===== src/rtl/pmt_defines.vh =====
// Register map, field positions and reset values of the period timer
`ifndef PMT_DEFINES_VH
`define PMT_DEFINES_VH
`define PMT_ADDR_W          12
`define PMT_OFS_CONTROL     12'h000
`define PMT_OFS_COUNT       12'h004
`define PMT_OFS_PERIOD      12'h008
`define PMT_OFS_FLAG        12'h00c
`define PMT_PS_LO           0
`define PMT_PS_HI           1
`define PMT_RUN_BIT         2
`define PMT_POST_LO         3
`define PMT_POST_HI         6
`define PMT_CTRL_MASK       8'h7f
`define PMT_CTRL_RST        8'h00
`define PMT_COUNT_RST       8'h00
`define PMT_PERIOD_RST      8'hff
`define PMT_FLAG_BIT        0
`define PMT_INSTR_DIV       2'h3
`define PMT_PRE_DIV1        4'h0
`define PMT_PRE_DIV4        4'h3
`define PMT_PRE_DIV16       4'hf
`define PMT_PRE_SEL_DIV1    2'h0
`define PMT_PRE_SEL_DIV4    2'h1
`endif


===== src/rtl/pmt_prescaler.v =====
// Instruction clock divider and selectable 1/4/16 prescaler
`include "pmt_defines.vh"
module pmt_prescaler (
  input  wire       core_clk,
  input  wire       sys_rst,
  input  wire       clk_en,
  input  wire       run,
  input  wire       clear,
  input  wire [1:0] sel,
  output reg        tick_ff
);
  reg  [1:0] instr_cnt_ff;
  reg  [3:0] pre_cnt_ff;
  wire       instr_tick;
  reg  [3:0] limit;

  // Quarter rate; free running like the core clock
  assign instr_tick = (instr_cnt_ff == `PMT_INSTR_DIV);

  always @* begin
    case (sel)
      `PMT_PRE_SEL_DIV1: limit = `PMT_PRE_DIV1;
      `PMT_PRE_SEL_DIV4: limit = `PMT_PRE_DIV4;
      default:           limit = `PMT_PRE_DIV16;
    endcase
  end

  always @(posedge core_clk or posedge sys_rst) begin
    if (sys_rst) begin
      instr_cnt_ff <= 2'h0;
      pre_cnt_ff   <= 4'h0;
      tick_ff      <= 1'b0;
    end else if (clk_en) begin
      instr_cnt_ff <= instr_cnt_ff + 2'h1;
      tick_ff      <= 1'b0;
      if (clear) begin
        pre_cnt_ff <= 4'h0;
      end else if (run && instr_tick) begin
        if (pre_cnt_ff >= limit) begin
          pre_cnt_ff <= 4'h0;
          tick_ff    <= 1'b1;
        end else begin
          pre_cnt_ff <= pre_cnt_ff + 4'h1;
        end
      end
    end
  end
endmodule // pmt_prescaler


===== src/rtl/pmt_timer.v =====
// Period match timer with APB register slave
// Function
// - Count clock is core clock divided by four through the prescaler
// - Prescale field bits 1:0: 00 is 1, 01 is 4, 1x is 16
// - Count rises from zero to period, then wraps to zero next tick
// - Each match advances postscaler; reaching ratio sets the event flag
// - Postscale field bits 6:3 gives field plus one matches per flag
// - Count and period read/write; reset to 00h and FFh
// - Control bit 2 starts and stops counting
// - Count or control writes and reset clear pre and postscaler
// - Control write leaves the count untouched
// - Control bit 7 reads zero, ignores writes; others reset zero
`include "pmt_defines.vh"
module pmt_timer (
  input  wire        core_clk,
  input  wire        sys_rst,
  input  wire        clk_en,
  input  wire        psel,
  input  wire        penable,
  input  wire        pwrite,
  input  wire [11:0] paddr,
  input  wire [31:0] pwdata,
  output reg  [31:0] prdata,
  output reg         pready,
  output reg         pslverr,
  output reg         match_event_flag
);
  reg  [7:0] control_ff;
  reg  [7:0] count_ff;
  reg  [7:0] period_ff;
  reg  [3:0] post_cnt_ff;
  reg        flag_ff;
  reg        rsp_ff;
  reg        nxt_flag;
  reg  [7:0] nxt_count;
  reg  [3:0] nxt_post;
  reg [31:0] rd_mux;
  reg        rd_err;
  wire       tick;
  wire       setup;
  wire       wr_ctrl;
  wire       wr_count;
  wire       wr_flag;
  wire       sw_clear;
  wire       match;

  function is_addr;
    input [11:0] a;
    input [11:0] ofs;
    begin
      is_addr = (a == ofs);
    end
  endfunction

  // Answer one cycle after setup: pready rises in first access cycle
  assign setup    = psel && !penable && !rsp_ff;
  assign wr_ctrl  = setup && pwrite && is_addr(paddr, `PMT_OFS_CONTROL);
  assign wr_count = setup && pwrite && is_addr(paddr, `PMT_OFS_COUNT);
  assign wr_flag  = setup && pwrite && is_addr(paddr, `PMT_OFS_FLAG);
  assign sw_clear = wr_ctrl || wr_count;
  assign match    = (count_ff == period_ff);

  pmt_prescaler u_pre (
    .core_clk (core_clk),
    .sys_rst  (sys_rst),
    .clk_en   (clk_en),
    .run      (control_ff[`PMT_RUN_BIT]),
    .clear    (sw_clear),
    .sel      (control_ff[`PMT_PS_HI:`PMT_PS_LO]),
    .tick_ff  (tick)
  );

  always @* begin
    nxt_count = count_ff;
    nxt_post  = post_cnt_ff;
    nxt_flag  = flag_ff;
    if (wr_flag && !pwdata[`PMT_FLAG_BIT])
      nxt_flag = 1'b0;
    if (tick && control_ff[`PMT_RUN_BIT]) begin
      if (match) begin
        nxt_count = `PMT_COUNT_RST;
        if (post_cnt_ff == control_ff[`PMT_POST_HI:`PMT_POST_LO]) begin
          nxt_post = 4'h0;
          nxt_flag = 1'b1;
        end else begin
          nxt_post = post_cnt_ff + 4'h1;
        end
      end else begin
        nxt_count = count_ff + 8'h01;
      end
    end
    if (sw_clear)
      nxt_post = 4'h0;
    if (wr_count)
      nxt_count = pwdata[7:0];
  end

  always @* begin
    rd_mux = 32'h0000_0000;
    rd_err = 1'b0;
    case (paddr)
      `PMT_OFS_CONTROL: rd_mux[7:0] = control_ff;
      `PMT_OFS_COUNT:   rd_mux[7:0] = count_ff;
      `PMT_OFS_PERIOD:  rd_mux[7:0] = period_ff;
      `PMT_OFS_FLAG:    rd_mux[`PMT_FLAG_BIT] = flag_ff;
      default:          rd_err = 1'b1;
    endcase
  end

  always @(posedge core_clk or posedge sys_rst) begin
    if (sys_rst) begin
      control_ff       <= `PMT_CTRL_RST;
      count_ff         <= `PMT_COUNT_RST;
      period_ff        <= `PMT_PERIOD_RST;
      post_cnt_ff      <= 4'h0;
      flag_ff          <= 1'b0;
      match_event_flag <= 1'b0;
      rsp_ff           <= 1'b0;
      pready           <= 1'b0;
      pslverr          <= 1'b0;
      prdata           <= 32'h0000_0000;
    end else if (clk_en) begin
      count_ff         <= nxt_count;
      post_cnt_ff      <= nxt_post;
      flag_ff          <= nxt_flag;
      match_event_flag <= nxt_flag;
      rsp_ff           <= setup;
      pready           <= setup;
      pslverr          <= setup && rd_err;
      prdata           <= (setup && !pwrite) ? rd_mux : 32'h0000_0000;
      if (wr_ctrl)
        control_ff <= pwdata[7:0] & `PMT_CTRL_MASK;
      if (setup && pwrite && is_addr(paddr, `PMT_OFS_PERIOD))
        period_ff <= pwdata[7:0];
    end
  end
endmodule // pmt_timer


===== config.mk =====
export PLATFORM = sky130hd
export DESIGN_NAME = pmt_timer
export DESIGN_NICKNAME = d
export VERILOG_FILES = /design/src/rtl/pmt_prescaler.v /design/src/rtl/pmt_timer.v
export VERILOG_INCLUDE_DIRS = /design/src /design/src/rtl
export SDC_FILE = /design/constraint.sdc
export NUM_CORES = 1
export LEC_CHECK = 0
export BUFFER_PORTS_ARGS = -buffer_cell sky130_fd_sc_hd__buf_2
export CAP_MARGIN = 20
export CORE_MARGIN = 4
export CORE_UTILIZATION = 38
export DETAILED_ROUTE_END_ITERATION = 7
export PLACE_DENSITY_LB_ADDON = 0.05
export SKIP_LAST_GASP = 1
export SYNTH_ARGS = -nofsm -noshare
export SYNTH_HDL_FRONTEND = slang
export SYNTH_SLANG_ARGS = --single-unit

===== constraint.sdc =====
create_clock -name core_clk -period 2.2 [get_ports core_clk]
set_input_delay 0.11 -clock core_clk [delete_from_list [all_inputs] [get_ports core_clk]]
set_output_delay 0.11 -clock core_clk [all_outputs]
set_load 0.05 [all_outputs]

==> impl_metrics.json, run 1 <==
{
  "period_minus_slack_ns": 2.104,
  "relSlewSlack_pct": 60.95,
  "track_usage_pct": 15.66,
  "synth_warnings": 0,
  "max_freq_ghz": 0.4753,
  "hpwl_um": 5100,
  "port_buffers": 36,
  "antenna_found_initial": 0,
  "worstSetupPathType": "reg -> reg",
  "reg2reg_slack_ns": 0.1,
  "slowest_stage": "dfrtp_1",
  "final_util_pct": 46.36,
  "cts_buffers": 5,
  "ir_drop_v": 0.0002272,
  "gp_congestion": 0.8125,
  "drive_above_1_share_pct": 30.18,
  "yosysTopAreaCell": "dfrtp_1",
  "p_clk_share_pct": 37.9,
  "seq_area_frac_synth_pct": 40.66,
  "critPathArrivalTime_ns": 2.35,
  "powerDensity_nw_per_um2": 545.8,
  "wire_per_inst_um": 15.98,
  "drc_errors": 0,
  "synth_cell_type_count": 53,
  "ys_seq_elements": 45,
  "power_w": 0.001767,
  "synthCells": 276,
  "syn-cell-area_um2": 2794,
  "setup_violations": 0,
  "htree_levels": 2,
  "fin_skew_ns": 0.008088,
  "start_kind": "flop",
  "r2r-start": "control_ff[1]",
  "grt_pass1_wl_um": 10710,
  "die_width_um": 93.75,
  "p_int_w": 0.001274,
  "setup.worst_path.start": "control_ff[1]",
  "status": "finished, final reports clean",
  "required_ns": 2.45,
  "switchingPower_w": 0.0004926,
  "leakagePower_nw": 1.592,
  "setup_ws_ns": 0.09600,
  "die_area_um2": 8788,
  "ctsLongestPathBuffers": 2,
  "stdcell_count": 424,
  "area_growth_syn_to_layout_pct": 15.85,
  "reg2reg_depth": 8,
  "synth-async-reset-ratio_pct": 100.0,
  "drt_iter0_drc": 109,
  "seq_power_share_pct": 49.0,
  "synthFlopType": "dfrtp_1",
  "initial_core_util_pct": 40.02,
  "placedCellCount": 415,
  "cp-endpoint": "u_pre.pre_cnt_ff[3]",
  "post_cts_buffers": 0,
  "grt_pass1_vias": 2012,
  "vias_per_cell": 5.125,
  "finalWirelength_um": 6777,
  "fillers": 680,
  "endpoint_kind": "flop",
  "preCtsSetupSlack_ns": -0.03139,
  "p_comb_share_pct": 13.1,
  "multi_input_area_um2": 1498,
  "r2r_end": "u_pre.pre_cnt_ff[3]",
  "swShare_pct": 27.88,
  "fp-row-count": 30,
  "dr.pass1.iters": 4,
  "cts_tree": "built",
  "io_pins": 85,
  "coreArea_um2": 6982,
  "yosysMostFrequentCell": "dfrtp_1",
  "seq_area_um2": 1136,
  "antenna_left": 0,
  "ys_top_cells_by_area": "dfrtp_1 (33%), dfstp_2 (7.5%), mux2_2 (6.9%), buf_4 (6.7%), xor2_1 (4.1%)",
  "final.period_utilization_pct": 95.64,
  "cts_num_sinks": 45,
  "critical_path.max_stage_delay_ns": 0.38,
  "clock_latency_ns": 0.30,
  "diodes": 0,
  "clk_pin_slew_ns": 0.09,
  "dr_total_vias": 2173,
  "hold_viol": 0,
  "netlist.area_leader.share_pct": 33.14,
  "tightest_slew_ns": 0.5858,
  "crit_fanout": 2,
  "nets": 385,
  "avgSynthCellArea_um2": 10.12,
  "rsz0062_at_grt": "no",
  "overflow": 0,
  "die_y_um": 93.75,
  "cap_viol_max_count": 0,
  "cts_root_buffer": "clkbuf_8",
  "synth-edff-count": 0,
  "maxSlewViolCount": 0,
  "synthTopCellsByCount": "dfrtp_1 (37), buf_4 (25), nand2_1 (19)",
  "grt_max_degree": 46,
  "min_path_type": "in -> reg",
  "path_cells": "or2_2 -> ha_1 -> nand2b_1 -> a2111oi_4 -> buf_4 -> o2111ai_1 -> o211ai_1 -> a22o_1"
}
layout make-up:
class                           count  area share, %
Multi-Input combinational cell    209          46.27
Sequential cell                    45          35.10
Timing Repair Buffer               54          9.818
Tap cell                           96          3.711
Clock buffer                        6          2.551
Inverter                           12          1.392
Clock inverter                      2          1.160
cells in the final DEF (no fill, tap or decap), drive strengths merged, types with 8 or more instances in the layout:
master | netlist | final
nor4 | 10 | 10
mux2 | 17 | 17
dfstp | 8 | 8
buf | 29 | 53
inv | 12 | 12
o21ai | 8 | 8
nand2 | 19 | 19
nand3 | 10 | 10
a21oi | 9 | 9
dfrtp | 37 | 37
ha | 8 | 8
conb | 1 | 24
nor2 | 13 | 13
xor2 | 13 | 13
o2bb2ai | 9 | 9
critical path, delay by kind of cell, from the launching register on:
| family | cells | cell delay (ns) |
|---|---|---|
| AOI/OAI and AO/OA | 4 | 0.73 |
| adders and majority gates | 1 | 0.26 |
| buffers and inverters | 1 | 0.17 |
| DFF | 1 | 0.38 |
| and+or+nand+nor | 2 | 0.49 |
metrics by stage:
step	area, um2	hold WS [ns]	setup TNS [ns]
floorplan	2885	0.2257	0
global placement	3092	0.3043	0
detailed placement	3092	0.3030	-0.03139
CTS	3234	0.04514	0
global route	3237	0.05732	0
finish	3237	0.05943	0
layer usage:
layer	track usage (%)	share of wire, %	wire (um)	up-vias
li1	-	-	-	1061
met1	23.17	50	3408	1041
met2	23.60	44	2979	64
met3	2.644	4.7	321	7
met4	3.971	1.0	68	0
met5	0	0	0	-
how the worst min path moves through the flow:
stage / startpoint / end / slack (ns) / cells past startpoint
final: pwdata[7] / period_ff[7] / 0.06 / 2
after global routing: pwdata[7] / period_ff[7] / 0.06 / 2
after CTS: pwdata[7] / period_ff[7] / 0.05 / 2
after detailed placement: sys_rst / prdata[0] / 0.30 / 3
after global placement: sys_rst / prdata[0] / 0.30 / 3
after floorplan: pwdata[2] / count_ff[2] / 0.23 / 2
state kept, by name (all words and copies together) (netlist names):
register / cells
u_pre.pre_cnt_ff: 4
prdata: 8
period_ff: 8
count_ff: 8
u_pre.instr_cnt_ff: 2
flag_ff: 1
post_cnt_ff: 4
pslverr: 1
control_ff: 7
u_pre.tick_ff: 1
rsp_ff: 1
cell families (layout without fill, tap and decap cells):
kind of cell / after synthesis / count (layout) / share of synthesized area, %
AND/OR/NAND/NOR: 86 / 86 / 17.87
AO/OA/AOI/OAI: 54 / 54 / 14.33
flip-flops: 45 / 45 / 40.66
buffers and inverters: 45 / 74 / 9.538
multiplexers: 24 / 24 / 9.807
XOR/XNOR: 13 / 13 / 4.075
adder cells (fa/ha/maj): 8 / 8 / 3.583
other: 1 / 24 / 0.1342
what timing repair did:
action                                  CTS  global route
endpoints found under the setup margin    2             4
endpoints found under the hold margin    37             0
hold buffers                              1             0
pin swaps                                 1             2
gates resized for setup                   1             2
power groups by stage:
stage | clock (W) | combinational, W | sequential (W)
finish | 0.000669 | 0.000232 | 0.000866
global route | 0.000719 | 0.000256 | 0.000870
CTS | 0.000690 | 0.000234 | 0.000866
detailed placement | 0 | 0.000233 | 0.000882
global placement | 0 | 0.000228 | 0.000879
floorplan | 0 | 0.000195 | 0.000888
Note: power is estimated with default switching activity, not from simulation.
==> run 2: changes to the inputs <==
==> constraint.sdc (replaced) <==
create_clock -name core_clk -period 1.8 [get_ports core_clk]
set_input_delay 0.09 -clock core_clk [delete_from_list [all_inputs] [get_ports core_clk]]
set_output_delay 0.09 -clock core_clk [all_outputs]
set_load 0.05 [all_outputs]
==> impl_metrics.json, run 2 (synthesis results as in run 1) <==
{
  "status": "complete, but fails checks",
  "min_path_type": "in -> reg",
  "gp_congestion": 0.8084,
  "stdcell_count": 457,
  "start_kind": "flop",
  "required_ns": 2.03,
  "final.period_utilization_pct": 105.2,
  "r2r-start": "count_ff[0]",
  "path_cells": "xor2_2 -> nor4_2 -> buf_4 -> nand3_4 -> or4b_4 -> a21boi_2",
  "fin_skew_ns": 0.01060,
  "fp-row-count": 30,
  "whs_endpoint": "control_ff[5]",
  "grt_pass1_vias": 2261,
  "leakagePower_nw": 1.767,
  "nets": 418,
  "dr.pass1.iters": 4,
  "vias_per_cell": 5.079,
  "setup_tns_ns": -0.5332,
  "coreArea_um2": 6982,
  "critPathBufInv": 1,
  "maxSlewViolCount": 0,
  "drc_errors": 0,
  "powerDensity_nw_per_um2": 546.2,
  "critical_path.max_stage_delay_ns": 0.49,
  "final_util_pct": 52.24,
  "r2r_end": "post_cnt_ff[2]",
  "cp_top_family": "simple AND/OR/NAND/NOR gates",
  "rsz0062_at_grt": "yes",
  "placedCellCount": 443,
  "port_buffers": 36,
  "hold_path_depth": 2,
  "cts_root_buffer": "clkbuf_8",
  "io_pins": 85,
  "fillers": 659,
  "top_regs": "count_ff x8, period_ff x8, prdata x8",
  "diodes": 0,
  "cts_num_sinks": 45,
  "clk_pin_slew_ns": 0.09,
  "mostFrequentLayoutCells": "buf_4 (47), buf_2 (36), dfrtp_1 (35), conb_1 (24), nand2_1 (19)",
  "reg2reg_slack_ns": -0.09,
  "grt_max_degree": 26,
  "track_usage_pct": 17.22,
  "grt_pass1_wl_um": 11730,
  "wire_per_inst_um": 16.04,
  "slowest_stage": "or4b_4",
  "min_from": "pwdata[5]",
  "drive_above_1_share_pct": 43.49,
  "endpoint_kind": "flop",
  "final_common_cell": "buf_4",
  "clock_latency_ns": 0.31,
  "hpwl_um": 5623,
  "htree_levels": 2,
  "setup_violations": 10,
  "initial_core_util_pct": 40.02,
  "violations": "negative setup slack",
  "power_w": 0.001992,
  "max_freq_ghz": 0.5282,
  "die_area_um2": 8788,
  "drt_iter0_drc": 90,
  "finalWirelength_um": 7332,
  "cts_tree": "built",
  "period_minus_slack_ns": 1.893,
  "crit_fanout": 6,
  "seq_area_um2": 1139,
  "cts_buffers": 5,
  "ir_drop_v": 0.0002926,
  "cap_viol_max_count": 0,
  "multi_input_area_um2": 1673,
  "antenna_found_initial": 0,
  "critPathArrivalTime_ns": 2.13,
  "overflow": 0,
  "area_growth_syn_to_layout_pct": 30.54,
  "dr_total_vias": 2321,
  "hold_viol": 0,
  "die_y_um": 93.75,
  "setup_ws_ns": -0.09318,
  "worstSetupPathType": "reg -> reg",
  "ctsLongestPathBuffers": 2,
  "die_width_um": 93.75,
  "reg2reg_depth": 6,
  "antenna_left": 0
}
-- run 2: cell count changes in the layout (fill, tap and decap cells not counted), sizes merged --
cell,previous run,this run
and2,2,3
clkinvlp,1,2
bufinv,1,0
buf,53,85
-- run 2: how the worst max path moves through the flow --
stage          depth (start not counted)  slack [ns]     startpoint                   to
6_report                               6       -0.09    count_ff[0]       post_cnt_ff[2]
5_1_grt                                7       -0.20  control_ff[1]  u_pre.pre_cnt_ff[0]
4_1_cts                                7       -0.09  control_ff[0]  u_pre.pre_cnt_ff[0]
3_5_place_dp                           5       -0.18   period_ff[5]       post_cnt_ff[2]
3_3_place_gp                           5       -0.17   period_ff[5]       post_cnt_ff[2]
2_1_floorplan                          5       -0.01   period_ff[5]       post_cnt_ff[2]
-- run 2: timing repair --
item                                    in CTS  in global routing
hold buffers                                 1                  0
setup buffers                                3                  1
endpoints found under the setup margin      19                 24
cloned                                       1                  0
endpoints found under the hold margin       19                  0
pin swaps                                    5                  4
resized for setup                           15                 10
-- run 2: worst reg2reg max path: cells and delay by family, from the launching register on --
kind / cells / cell delay (ns)
buffers and inverters: 1 / 0.18
flip-flops: 1 / 0.48
AO/OA/AOI/OAI: 1 / 0.12
AND/OR/NAND/NOR: 3 / 0.85
XOR/XNOR: 1 / 0.18
-- run 2: layout make-up --
class | count | area share [%]
tap | 96 | 3.293
clock inverter | 2 | 0.4117
timing repair buffer | 86 | 15.99
multi-input combinational | 210 | 45.87
sequential | 45 | 31.22
clock buffer | 6 | 1.990
inverter | 12 | 1.235
-- run 2: metal layers --
metal  track usage (%)  wire length [um]
met1             24.85              3577
met2             26.55              3285
met3             3.045               390
met4             4.573                78
met5                 0                 0
-- run 2: through the flow --
step,hold WS (ns),cell area (um2),setup slack (ns)
CTS,0.03523,3603,-0.08507
global route,0.04154,3647,-0.1973
global placement,0.1367,3400,-0.1689
finish,0.04451,3647,-0.09318
detailed placement,0.1436,3400,-0.1812
floorplan,0.2057,2962,-0.01314
-- run 2: power by group --
group / total, W / switching (W) / internal [W]
sequential: 0.00106 / 0.0000180 / 0.00104
clock: 0.000639 / 0.000365 / 0.000274
combinational: 0.000296 / 0.000217 / 0.0000785
total: 0.00199 / 0.000600 / 0.00139
